==> src/hdl/lcm_regs.svh <==
`ifndef LCM_REGS_SVH
`define LCM_REGS_SVH
// ==========================================
// setting encodings
`define LCM_GATE_NONE 1'b0
`define LCM_GATE_EXT 1'b1
`define LCM_RST_AUTO 2'h0
`define LCM_RST_MANUAL 2'h1
`define LCM_RST_SUPV 2'h2
`define LCM_ARR_2P 2'h0
`define LCM_ARR_2S 2'h1
`define LCM_ARR_4P 2'h2
`define LCM_ARR_4S 2'h3
// ==========================================
// time base: one tick per 100 ms, windows in ticks, 0 = off
`define LCM_CLK_HZ 250000000
`define LCM_TICK_MS 100
`define LCM_TICK_CYC ((`LCM_CLK_HZ / 1000) * `LCM_TICK_MS)
`define LCM_WIN_W 13
`define LCM_WIN_OFF 13'h0000
// factory values in ticks: 3.0 s, off, 4.0 s, off
`define LCM_MISMATCH_RST 13'h001E
`define LCM_MUTING_RST 13'h0000
`define LCM_SYNC_RST 13'h0028
`define LCM_RELEASE_RST 13'h0000
`endif

==> src/hdl/lcm_pkg.sv <==
package lcm_pkg;
  typedef struct packed {
    logic gate_ext;
    logic [1:0] restart;
    logic startup_proof;
    logic [1:0] arrangement;
    logic [12:0] mismatch_win;
    logic [12:0] muting_win;
    logic [12:0] sync_win;
    logic [12:0] release_win;
  } lcm_cfg_t;
  typedef struct packed {
    logic curtain_channel_one;
    logic curtain_channel_two;
    logic first_group_sensor_one;
    logic first_group_sensor_two;
    logic second_group_sensor_one;
    logic second_group_sensor_two;
    logic operator_acknowledge_coil;
    logic gate_coil;
    logic override_coil;
  } lcm_in_t;
  typedef struct packed {
    logic safe_enable_contact;
    logic muting_active_contact;
    logic fault_contact;
  } lcm_out_t;
  typedef enum logic [5:0] {
    ST_IDLE = 6'b000001,
    ST_PROOF = 6'b000010,
    ST_WAIT_ACK = 6'b000100,
    ST_ENABLED = 6'b001000,
    ST_MUTING = 6'b010000,
    ST_FAULT = 6'b100000
  } lcm_state_t;
endpackage

==> src/hdl/lcm_curtain_muting_block.sv <==
`timescale 1ns/1ps
`include "lcm_regs.svh"
module lcm_curtain_muting_block #(
  parameter int TICK_CYC = `LCM_TICK_CYC,
  parameter int W = `LCM_WIN_W
) (
  // clock and reset
  input wire logic clk_i,
  input wire logic nrst_i,
  // register port
  input wire logic [3:0] addr_i,
  input wire logic [31:0] wdata_i,
  input wire logic wr_i,
  input wire logic rd_i,
  output logic [31:0] rdata_o,
  // safety input terminals
  input wire lcm_pkg::lcm_in_t pins_i,
  // contacts
  output lcm_pkg::lcm_out_t contacts_o
);
  import lcm_pkg::*;

  // ==========================================
  // register offsets
  localparam logic [3:0] OFS_MODE = 4'h0;
  localparam logic [3:0] OFS_MISMATCH = 4'h1;
  localparam logic [3:0] OFS_MUTING = 4'h2;
  localparam logic [3:0] OFS_SYNC = 4'h3;
  localparam logic [3:0] OFS_RELEASE = 4'h4;
  localparam logic [3:0] OFS_STATUS = 4'h5;

  typedef struct packed {
    lcm_in_t sync1;
    lcm_in_t sync2;
    lcm_in_t prev;
    lcm_cfg_t cfg;
    lcm_state_t state;
    logic proof_done;
    logic ovr_active;
    logic [31:0] rdata;
    lcm_out_t outs;
  } lcm_st_t;

  lcm_st_t s_reg;
  lcm_st_t s_next;
  logic tick;
  logic mis_run, mis_exp, mut_run, mut_exp, syn_run, syn_exp, rel_run, rel_exp;
  logic [W-1:0] mis_el, mut_el, syn_el, rel_el;

  // ==========================================
  // time base and supervision windows
  lcm_tick #(.TICK_CYC(TICK_CYC)) u_tick (
    .clk_i(clk_i),
    .nrst_i(nrst_i),
    .tick_o(tick)
  );
  lcm_win #(.W(W)) u_mis (
    .clk_i(clk_i), .nrst_i(nrst_i), .tick_i(tick), .run_i(mis_run),
    .limit_i(s_reg.cfg.mismatch_win), .expired_o(mis_exp), .elapsed_o(mis_el)
  );
  lcm_win #(.W(W)) u_mut (
    .clk_i(clk_i), .nrst_i(nrst_i), .tick_i(tick), .run_i(mut_run),
    .limit_i(s_reg.cfg.muting_win), .expired_o(mut_exp), .elapsed_o(mut_el)
  );
  lcm_win #(.W(W)) u_syn (
    .clk_i(clk_i), .nrst_i(nrst_i), .tick_i(tick), .run_i(syn_run),
    .limit_i(s_reg.cfg.sync_win), .expired_o(syn_exp), .elapsed_o(syn_el)
  );
  lcm_win #(.W(W)) u_rel (
    .clk_i(clk_i), .nrst_i(nrst_i), .tick_i(tick), .run_i(rel_run),
    .limit_i(s_reg.cfg.release_win), .expired_o(rel_exp), .elapsed_o(rel_el)
  );

  // ==========================================
  // input views on the synchronised pins
  lcm_in_t p;
  logic ch1, ch2, clear, one_ch, active;
  logic grp_a_on, grp_a_mis, grp_b_on, grp_b_mis, ack_fall, sens_req, sens_end;
  assign p = s_reg.sync2;
  assign ch1 = p.curtain_channel_one;
  assign ch2 = p.curtain_channel_two;
  assign clear = ch1 && ch2;
  assign one_ch = ch1 ^ ch2;
  assign active = (s_reg.cfg.gate_ext == `LCM_GATE_NONE) || p.gate_coil;
  assign grp_a_on = p.first_group_sensor_one && p.first_group_sensor_two;
  assign grp_a_mis = p.first_group_sensor_one ^ p.first_group_sensor_two;
  assign grp_b_on = p.second_group_sensor_one && p.second_group_sensor_two;
  assign grp_b_mis = p.second_group_sensor_one ^ p.second_group_sensor_two;
  assign ack_fall = s_reg.prev.operator_acknowledge_coil && !p.operator_acknowledge_coil;

  // four-sensor setups may start muting on either group; two-sensor setups use group A only
  function automatic logic four_sensor(input logic [1:0] arr);
    four_sensor = (arr == `LCM_ARR_4P) || (arr == `LCM_ARR_4S);
  endfunction
  assign sens_req = grp_a_on || (four_sensor(s_reg.cfg.arrangement) && grp_b_on);
  assign sens_end = !grp_a_on && !(four_sensor(s_reg.cfg.arrangement) && grp_b_on);

  // ==========================================
  // window run conditions
  assign mis_run = active && one_ch;
  assign syn_run = active && (grp_a_mis ||
                   (four_sensor(s_reg.cfg.arrangement) && grp_b_mis));
  assign mut_run = s_reg.state == ST_MUTING;
  assign rel_run = s_reg.ovr_active;

  always_comb
  begin
    s_next = s_reg;
    s_next.sync1 = pins_i;
    s_next.sync2 = s_reg.sync1;
    s_next.prev = p;
    s_next.rdata = 32'h0000_0000;

    // ---- register writes
    if (wr_i)
    begin
      case (addr_i)
        OFS_MODE:
        begin
          s_next.cfg.gate_ext = wdata_i[0];
          s_next.cfg.restart = (wdata_i[2:1] == 2'h3) ? `LCM_RST_MANUAL : wdata_i[2:1];
          s_next.cfg.startup_proof = wdata_i[3];
          s_next.cfg.arrangement = wdata_i[5:4];
        end
        OFS_MISMATCH: s_next.cfg.mismatch_win = wdata_i[W-1:0];
        OFS_MUTING: s_next.cfg.muting_win = wdata_i[W-1:0];
        OFS_SYNC: s_next.cfg.sync_win = wdata_i[W-1:0];
        OFS_RELEASE: s_next.cfg.release_win = wdata_i[W-1:0];
        default:
        begin
        end
      endcase
    end

    // ---- register reads, answered one cycle later
    if (rd_i)
    begin
      case (addr_i)
        OFS_MODE: s_next.rdata = {26'h0, s_reg.cfg.arrangement, s_reg.cfg.startup_proof,
                                  s_reg.cfg.restart, s_reg.cfg.gate_ext};
        OFS_MISMATCH: s_next.rdata = {3'h0, mis_el, 3'h0, s_reg.cfg.mismatch_win};
        OFS_MUTING: s_next.rdata = {3'h0, mut_el, 3'h0, s_reg.cfg.muting_win};
        OFS_SYNC: s_next.rdata = {3'h0, syn_el, 3'h0, s_reg.cfg.sync_win};
        OFS_RELEASE: s_next.rdata = {3'h0, rel_el, 3'h0, s_reg.cfg.release_win};
        OFS_STATUS: s_next.rdata = {21'h0_0000, s_reg.proof_done, s_reg.ovr_active,
                                    s_reg.state, s_reg.outs};
        default: s_next.rdata = 32'h0000_0000;
      endcase
    end

    // ---- sequence
    if (s_reg.ovr_active && (rel_exp || !p.override_coil || !active))
      s_next.ovr_active = 1'b0;
    case (s_reg.state)
      ST_IDLE:
      begin
        if (active)
        begin
          if (s_reg.cfg.startup_proof && !s_reg.proof_done)
            s_next.state = ST_PROOF;
          else if (clear)
            s_next.state = (s_reg.cfg.restart == `LCM_RST_AUTO) ? ST_ENABLED : ST_WAIT_ACK;
        end
      end
      ST_PROOF:
      begin
        // proof needs an interruption seen, then an acknowledge with the area clear
        if (!active)
          s_next.state = ST_IDLE;
        else if (!ch1 && !ch2)
          s_next.proof_done = 1'b1;
        else if (s_reg.proof_done && clear && ack_fall)
          s_next.state = ST_ENABLED;
      end
      ST_WAIT_ACK:
      begin
        // supervised restart accepts the acknowledge only on its falling edge
        if (!active || !clear)
          s_next.state = ST_IDLE;
        else if (s_reg.cfg.restart == `LCM_RST_SUPV ? ack_fall : p.operator_acknowledge_coil)
          s_next.state = ST_ENABLED;
      end
      ST_ENABLED:
      begin
        if (!active)
          s_next.state = ST_IDLE;
        else if (sens_req && !syn_run)
          s_next.state = ST_MUTING;
        else if (!clear)
          s_next.state = ST_IDLE;
      end
      ST_MUTING:
      begin
        if (!active)
          s_next.state = ST_IDLE;
        else if (sens_end && !syn_run)
          s_next.state = clear ? ST_ENABLED : ST_FAULT;
      end
      ST_FAULT:
      begin
        // an override may bridge the curtain for the release window, then a curtain broken on both channels
        if (p.override_coil && !s_reg.prev.override_coil && s_reg.cfg.release_win != '0)
          s_next.ovr_active = 1'b1;
        if (!ch1 && !ch2 && !s_reg.ovr_active)
          s_next.state = ST_IDLE;
      end
      default: s_next.state = ST_IDLE;
    endcase
    if (active && (mis_exp || syn_exp || (mut_exp && s_reg.state == ST_MUTING)))
      s_next.state = ST_FAULT;

    // ---- contacts
    s_next.outs.safe_enable_contact = (s_next.state == ST_ENABLED) ||
                                      (s_next.state == ST_MUTING);
    s_next.outs.muting_active_contact = (s_next.state == ST_MUTING) || s_next.ovr_active;
    s_next.outs.fault_contact = s_next.state == ST_FAULT;
  end

  always_ff @(posedge clk_i or negedge nrst_i)
  begin
    if (!nrst_i)
    begin
      s_reg <= '0;
      s_reg.state <= ST_IDLE;
      s_reg.cfg.gate_ext <= `LCM_GATE_NONE;
      s_reg.cfg.restart <= `LCM_RST_MANUAL;
      s_reg.cfg.startup_proof <= 1'b0;
      s_reg.cfg.arrangement <= `LCM_ARR_2P;
      s_reg.cfg.mismatch_win <= `LCM_MISMATCH_RST;
      s_reg.cfg.muting_win <= `LCM_MUTING_RST;
      s_reg.cfg.sync_win <= `LCM_SYNC_RST;
      s_reg.cfg.release_win <= `LCM_RELEASE_RST;
    end
    else
      s_reg <= s_next;
  end

  assign rdata_o = s_reg.rdata;
  assign contacts_o = s_reg.outs;
endmodule

==> src/hdl/lcm_tick.sv <==
`timescale 1ns/1ps
`include "lcm_regs.svh"
module lcm_tick #(
  parameter int TICK_CYC = `LCM_TICK_CYC
) (
  // clock and reset
  input wire logic clk_i,
  input wire logic nrst_i,
  // tick pulse
  output logic tick_o
);
  typedef struct packed {
    logic [31:0] cnt;
    logic tick;
  } lcm_tick_st_t;
  lcm_tick_st_t s_reg;
  lcm_tick_st_t s_next;
  always_comb
  begin
    s_next = s_reg;
    s_next.tick = 1'b0;
    if (s_reg.cnt >= 32'(TICK_CYC - 1))
    begin
      s_next.cnt = 32'h0000_0000;
      s_next.tick = 1'b1;
    end
    else
    begin
      s_next.cnt = s_reg.cnt + 32'h0000_0001;
    end
  end
  always_ff @(posedge clk_i or negedge nrst_i)
  begin
    if (!nrst_i)
      s_reg <= '0;
    else
      s_reg <= s_next;
  end
  assign tick_o = s_reg.tick;
endmodule

==> src/hdl/lcm_win.sv <==
`timescale 1ns/1ps
`include "lcm_regs.svh"
module lcm_win #(
  parameter int W = `LCM_WIN_W
) (
  // clock and reset
  input wire logic clk_i,
  input wire logic nrst_i,
  // control
  input wire logic tick_i,
  input wire logic run_i,
  input wire logic [W-1:0] limit_i,
  // result
  output logic expired_o,
  output logic [W-1:0] elapsed_o
);
  typedef struct packed {
    logic [W-1:0] cnt;
    logic expired;
  } lcm_win_st_t;
  lcm_win_st_t s_reg;
  lcm_win_st_t s_next;
  // a window of zero is off: it never expires
  always_comb
  begin
    s_next = s_reg;
    if (!run_i || limit_i == '0)
    begin
      s_next.cnt = '0;
      s_next.expired = 1'b0;
    end
    else if (tick_i && !s_reg.expired)
    begin
      s_next.cnt = s_reg.cnt + W'(1);
      if (s_reg.cnt + W'(1) >= limit_i)
        s_next.expired = 1'b1;
    end
  end
  always_ff @(posedge clk_i or negedge nrst_i)
  begin
    if (!nrst_i)
      s_reg <= '0;
    else
      s_reg <= s_next;
  end
  assign expired_o = s_reg.expired;
  assign elapsed_o = s_reg.cnt;
endmodule

==> config.mk <==
export PLATFORM = sky130hd
export DESIGN_NAME = lcm_curtain_muting_block
export DESIGN_NICKNAME = d
export VERILOG_FILES = /design/src/hdl/lcm_pkg.sv /design/src/hdl/lcm_curtain_muting_block.sv /design/src/hdl/lcm_tick.sv /design/src/hdl/lcm_win.sv
export VERILOG_INCLUDE_DIRS = /design/src /design/src/hdl
export SDC_FILE = /design/constraint.sdc
export NUM_CORES = 1
export LEC_CHECK = 0
export BUFFER_PORTS_ARGS = -buffer_cell sky130_fd_sc_hd__buf_2
export CORE_UTILIZATION = 40
export CTS_CLUSTER_SIZE = 20
export DETAILED_ROUTE_END_ITERATION = 6
export PLACE_DENSITY = 0.64
export SETUP_SLACK_MARGIN = 0.4
export SKIP_LAST_GASP = 1
export SLEW_MARGIN = 20
export SYNTH_ARGS = -nofsm -noshare
export SYNTH_HDL_FRONTEND = slang
export SYNTH_SLANG_ARGS = --single-unit
==> constraint.sdc <==
create_clock -name clk_i -period 7.3 [get_ports clk_i]
set_clock_uncertainty 0.15 [all_clocks]
set_input_delay 0.73 -clock clk_i [delete_from_list [all_inputs] [get_ports clk_i]]
set_output_delay 0.73 -clock clk_i [all_outputs]
set_load 0.05 [all_outputs]
==> flow_metrics.env, run 1 <==
export IMPL_cts_tree="yes"
export IMPL_synth_common_cells="dfrtp_1, nor2_1, nand2_1"
export IMPL_crit_path_end_kind="flop"
export IMPL_numPortBuffers=58
export IMPL_ctsHoldBuffers=0
export IMPL_synth_cells=1103
export IMPL_fmax_mhz=301.4
export IMPL_hold_path_class="in -> async"
export IMPL_grt_ovfl_total=0
export IMPL_rsz0062_at_grt="false"
export IMPL_h_tree_depth=1
export IMPL_vias=7934
export IMPL_final_nets=1236
export IMPL_tightestPinTransition_ns=0.9828
export IMPL_synth_top_area_cell="dfrtp_1"
export IMPL_ys_seq_area_share_pct=46.11
export IMPL_largest_reg_flops=67
export IMPL_die_h_um=168.5
export IMPL_rows=60
export IMPL_drt_iter0_drc=661
export IMPL_status="completed"
export IMPL_crit_arrival_ns=3.53
export IMPL_setup_viol=0
export IMPL_timing_hold_ws_ns=0.1622
export IMPL_diodes=0
export IMPL_ant_nets=0
export IMPL_async_reset_ff_share_pct=100.0
export IMPL_globalRouteTotalUtil_pct=18.85
export IMPL_cts_setup_buffers=0
export IMPL_grt_pass1_vias=7777
export IMPL_dpl_hpwl_um=18780
export IMPL_final_min_clock_period_ns=3.318
export IMPL_synth_edf_count=0
export IMPL_fin_area_mm2=0.01233
export IMPL_hold_viol_final=0
export IMPL_powerDensity_mw_per_mm2=254.4
export IMPL_drv_cap=0
export IMPL_ir_drop_mv=0.1529
export IMPL_cts_buffer_depth=3
export IMPL_drive_gt1_share_pct=15.67
export IMPL_power_leakage_nw=5.727
export IMPL_start_util_pct=40.93
export IMPL_worst_skew_pair_late_latency_ns=0.51
export IMPL_via_per_inst=5.240
export IMPL_finalMaxSlewViolations=0
export IMPL_grt_pass1_wl_um=42050
export IMPL_synth_avg_cell_area_um2=10.06
export IMPL_core_area_mm2=0.02710
export IMPL_antenna_found_initial=0
export IMPL_worstSetupPathType="reg -> reg"
export IMPL_path_max_fanout=5
export IMPL_first_pass_iters=5
export IMPL_die_w_um=168.5
export IMPL_slew_headroom_pct=34.35
export IMPL_period_share_pct=45.46
export IMPL_wl_um=26060
export IMPL_synth_most_common_cell="dfrtp_1"
export IMPL_post_cts_resized=0
export IMPL_area_growth_pct=11.16
export IMPL_synth_top_area_share_pct=44.22
export IMPL_synth_cell_area_mm2=0.01109
export IMPL_place_gp_congestion=0.9198
export IMPL_wl_per_cell_um=17.21
export IMPL_ys_warn_count=0
export IMPL_place_area_mm2=0.01152
export IMPL_clk_pin_slew_ns=0.06
export IMPL_synth_cell_types=65
export IMPL_cts_root_buf="clkbuf_16"
export IMPL_start_kind="flop"
export IMPL_ys_seq_elements=204
export IMPL_fin_setup_tns_ns=0
export IMPL_die_area_mm2=0.02840
export IMPL_synthFlopType="dfrtp_1"
export IMPL_io_pins=84
export IMPL_crit_required_ns=7.51
export IMPL_grt_max_degree=127
export IMPL_numCtsBuffers=23
export IMPL_post_route_drc_count=0
export IMPL_yosys_top_cells_area="dfrtp_1, ha_1, mux2_2, xor2_1, nor2_1"
export IMPL_cts_sinks=204
## where the power goes
part / internal [W] / switching, W / total [W] / leakage [nW]
sequential: 0.00125 / 0.000138 / 0.00139 / 2.66
clock: 0.000769 / 0.000461 / 0.00123 / 0.396
combinational: 0.000222 / 0.000299 / 0.000521 / 2.67
total: 0.00224 / 0.000898 / 0.00314 / 5.73
## area by class of cell
class | instances | area, um^2
clock buffer | 32 | 659.4
sequential | 204 | 5115
fill | 2573 | 14770
timing repair buffer | 65 | 352.8
clock inverter | 9 | 147.6
inverter | 60 | 225.2
multi-input combinational | 772 | 5364
tap | 372 | 465.4
## routing by layer
metal  vias up  GRT usage, %  routed length, um
met2       205         30.29              11950
li1       3802             -                  -
met5         -             0                  0
met3        58         2.712               1399
met4         0         6.245                835
met1      3869         26.14              11870
## placed cells by master, fill, tap and decap left out, types with 8 or more instances in the layout
cell type	netlist	routed
a21oi_1	52	52
a22oi_1	32	32
and3_1	19	19
buf_2	17	57
clkbuf_16	0	23
conb_1	1	13
dfrtp_1	196	196
dfstp_2	8	8
ha_1	61	61
inv_1	59	59
mux2_2	57	57
mux2i_1	9	9
nand2_1	76	76
nand2b_1	11	11
nand3_1	45	45
nand4_1	16	16
nor2_1	125	125
nor2b_1	10	10
nor3_1	8	8
nor4_1	13	13
o21ai_0	25	25
xnor2_1	44	44
xor2_1	71	71
## logic make-up (layout without fill, tap and decap cells)
group / Yosys count / in the layout / share of synthesized area [%]
other: 1 / 13 / 0.03381
and+or+nand+nor: 355 / 355 / 15.45
adders and majority gates: 62 / 62 / 6.982
AOI/OAI and AO/OA: 160 / 160 / 9.487
muxes: 67 / 67 / 6.701
xor gates and xnor gates: 115 / 115 / 9.081
DFF: 204 / 204 / 46.11
buffers and inverters: 139 / 166 / 6.148
## per-stage QoR
stage	cells	util, %	total power [W]	setup slack, ns
2_1_floorplan	1115	-	0.001757	4.605
3_3_place_gp	1473	42.51	0.001900	4.102
3_5_place_dp	1473	42.51	0.001918	4.114
4_1_cts	1514	45.49	0.003153	3.970
5_1_grt	1514	45.49	0.003284	3.707
6_report	1514	45.49	0.003136	3.982
## path summary, 6_finish.rpt
kind                       slack [ns]              end  cells past startpoint               start
max                              3.98  u_rel.expired_o                     12  u_rel.elapsed_o[0]
min reg2reg                      0.20             p[4]                      0         s_next[114]
max in group asynchronous        5.28        s_reg[90]                      2              nrst_i
min in group clk_i               0.17      s_next[111]                      1           pins_i[1]
min                              0.16        s_reg[62]                      1              nrst_i
max reg2reg                      3.98  u_rel.expired_o                     12  u_rel.elapsed_o[0]
## critical path, stage by stage, from the launching register on
cell and delay, ns:
dfrtp_1 0.46, ha_1 0.26, nand3_1 0.14, nor2_1 0.22
and3_1 0.26, xor2_1 0.21, ha_1 0.30, a211oi_1 0.26
o21ai_0 0.15, a31oi_1 0.17, a21oi_1 0.08, a2111oi_0 0.39
nor3_1 0.13
Power figures use the tool's default switching activity.
==> inputs of run 2 (changes only) <==
--- a/config.mk
+++ b/config.mk
@@ -10,7 +10,7 @@
 export CORE_UTILIZATION = 40
 export CTS_CLUSTER_SIZE = 20
 export DETAILED_ROUTE_END_ITERATION = 6
-export PLACE_DENSITY = 0.64
+export PLACE_DENSITY = 0.66
 export SETUP_SLACK_MARGIN = 0.4
 export SKIP_LAST_GASP = 1
 export SLEW_MARGIN = 20
==> constraint.sdc (replaced) <==
create_clock -name clk_i -period 2.9 [get_ports clk_i]
set_clock_uncertainty 0.15 [all_clocks]
set_input_delay 0.29 -clock clk_i [delete_from_list [all_inputs] [get_ports clk_i]]
set_output_delay 0.29 -clock clk_i [all_outputs]
set_load 0.05 [all_outputs]
==> run 2 against run 1 <==
Wire length up 4.4%; register-to-register slack worse by 3.6 ns; combinational power rose to 2.8 times the previous value; critical endpoint unchanged; highest routed layer unchanged; cell area up 7.4%; maximum frequency up 32%; power rose to 2.6 times the previous value.
==> flow_metrics.env, run 2 (synthesized netlist as in run 1, its figures left out) <==
export IMPL_rsz0062_at_grt="true"
export IMPL_final_common_cell="dfrtp_1"
export IMPL_finalPower_w=0.008119
export IMPL_dpl_hpwl_um=19470
export IMPL_start_kind="flop"
export IMPL_place_gp_congestion=0.9279
export IMPL_antenna_found_initial=0
export IMPL_io_pins=84
export IMPL_rr_startpoint="u_rel.elapsed_o[0]"
export IMPL_switching_share_pct=29.00
export IMPL_drive_gt1_share_pct=23.08
export IMPL_numCtsBuffers=23
export IMPL_status="completed"
export IMPL_cp_cell_sequence="nand3_1 > nor2_2 > and3_1 > nand3_1 > xnor2_1 > ha_1 > a211oi_2 > o21ai_1 > a31oi_1 > a21oi_1 > a2111oi_2 > nor3_1"
export IMPL_crit_path_end_kind="flop"
export IMPL_slowest_stage="dfrtp_1"
export IMPL_final_min_clock_period_ns=2.517
export IMPL_wl_per_cell_um=17.16
export IMPL_timing_hold_ws_ns=0.09398
export IMPL_fmax_mhz=397.3
export IMPL_die_w_um=168.5
export IMPL_path_common_cell="nand3_1"
export IMPL_diodes=0
export IMPL_dp_cells=1492
export IMPL_rows=60
export IMPL_p_int_w=0.005764
export IMPL_wl_um=27200
export IMPL_instances_no_fill=1585
export IMPL_critPathMaxStageDelay_ns=0.42
export IMPL_slew_headroom_pct=55.56
export IMPL_fill_cells=2451
export IMPL_grt_pass1_wl_um=44550
export IMPL_die_area_mm2=0.02840
export IMPL_via_per_inst=5.227
export IMPL_post_route_util_pct=48.88
export IMPL_die_h_um=168.5
export IMPL_grt_pass1_vias=8358
export IMPL_crit_start="u_rel.elapsed_o[0]"
export IMPL_ant_nets=0
export IMPL_worst_skew_pair_late_latency_ns=0.52
export IMPL_grt_max_degree=73
export IMPL_h_tree_depth=1
export IMPL_worstSetupPathType="reg -> reg"
export IMPL_finalMaxSlewViolations=0
export IMPL_ir_drop_mv=0.3410
export IMPL_hold_path_class="in -> reg"
export IMPL_p_comb_share_pct=18.0
export IMPL_first_pass_iters=5
export IMPL_drt_iter0_drc=573
export IMPL_clk_pin_slew_ns=0.06
export IMPL_crit_arrival_ns=2.75
export IMPL_fin_setup_tns_ns=0
export IMPL_period_share_pct=86.78
export IMPL_cts_tree="yes"
export IMPL_vias=8285
export IMPL_crit_required_ns=3.14
export IMPL_cts_sinks=204
export IMPL_power_leakage_nw=6.080
export IMPL_clkPwrFrac_pct=39.0
export IMPL_hold_viol_final=0
export IMPL_path_delay_family="compound AO/OA/AOI/OAI gates"
export IMPL_area_growth_pct=19.43
export IMPL_grt_ovfl_total=0
export IMPL_tightestPinTransition_ns=0.6653
export IMPL_p_sw_w=0.002355
export IMPL_powerDensity_mw_per_mm2=612.9
export IMPL_core_area_mm2=0.02710
export IMPL_drv_cap=0
export IMPL_post_route_drc_count=0
export IMPL_pwr_share_seq_pct=43.0
export IMPL_start_util_pct=40.93
export IMPL_final_nets=1306
export IMPL_worst_path_buf_inv=0
export IMPL_hp_start="addr_i[1]"
export IMPL_cts_buffer_depth=3
export IMPL_path_max_fanout=3
export IMPL_numPortBuffers=58
export IMPL_setup_viol=0
export IMPL_largest_reg_flops=67
export IMPL_mostFrequentLayoutCells="dfrtp_1, nor2_1, nand2_1"
export IMPL_cts_root_buf="clkbuf_16"
export IMPL_globalRouteTotalUtil_pct=19.91
==> run 2: cell types whose count changed in the layout (fill, tap and decap cells not counted), sizes merged <==
cell         change
buf             +45
dlygate4sd3     +24
clkbuf           -5
clkinv           +2
clkinvlp         +2
inv              +2
bufinv           +1
==> run 2: stage by stage <==
step	instance area (um^2)	setup slack, ns
after global placement	11760	0.09970
after detailed placement	11760	0.03389
after global routing	13250	0.1845
after CTS	13060	0.3335
after floorplan	11230	0.3226
final	13250	0.3833
==> run 2: worst paths after layout <==
check / cells past startpoint / end / slack [ns]
min in group asynchronous: 2 / rdata_o[6] / 0.20
worst max-delay path: 12 / u_rel.expired_o / 0.38
max in group asynchronous: 3 / u_mut.elapsed_o[3] / 1.59
worst min-delay path: 4 / rdata_o[2] / 0.09
worst max register to register: 12 / u_rel.expired_o / 0.38
worst min register to register: 0 / p[2] / 0.20
==> run 2: timing repair <==
action                     CTS  global route
setup endpoints to repair    4             5
pin swaps                   21            11
hold endpoints to repair   128             0
setup buffers               18             9
hold buffers                24             0
resized for setup           26            24
==> run 2: power groups by stage <==
stage | clock, W | combinational, W | sequential [W]
6_report | 0.00317 | 0.00146 | 0.00349
5_1_grt | 0.00334 | 0.00164 | 0.00353
4_1_cts | 0.00324 | 0.00144 | 0.00347
3_5_place_dp | 0 | 0.00135 | 0.00352
3_3_place_gp | 0 | 0.00131 | 0.00352
2_1_floorplan | 0 | 0.00107 | 0.00336
==> run 2: per-layer routing <==
| layer | vias up | track usage [%] | routed length, um |
|---|---|---|---|
| met1 | 4058 | 26.93 | 11830 |
| met3 | 52 | 3.507 | 1636 |
| met2 | 213 | 32.38 | 12940 |
| met5 | - | 0 | 0 |
| li1 | 3962 | - | - |
| met4 | 0 | 6.443 | 798 |
==> run 2: tightest hold or removal path: stages <==
cell and delay (ns):
buf_2 0.16, nor2_1 0.13, nand2_1 0.08, a21oi_1 0.06
==> run 2: layout make-up <==
class | instances | area (um^2) | share of cell area, %
multi-input combinational | 772 | 5645 | 42.62
clock buffer | 26 | 606.8 | 4.581
inverter | 60 | 225.2 | 1.700
sequential | 204 | 5131 | 38.74
tap | 372 | 465.4 | 3.514
clock inverter | 16 | 222.7 | 1.681
timing repair buffer | 135 | 949.7 | 7.169
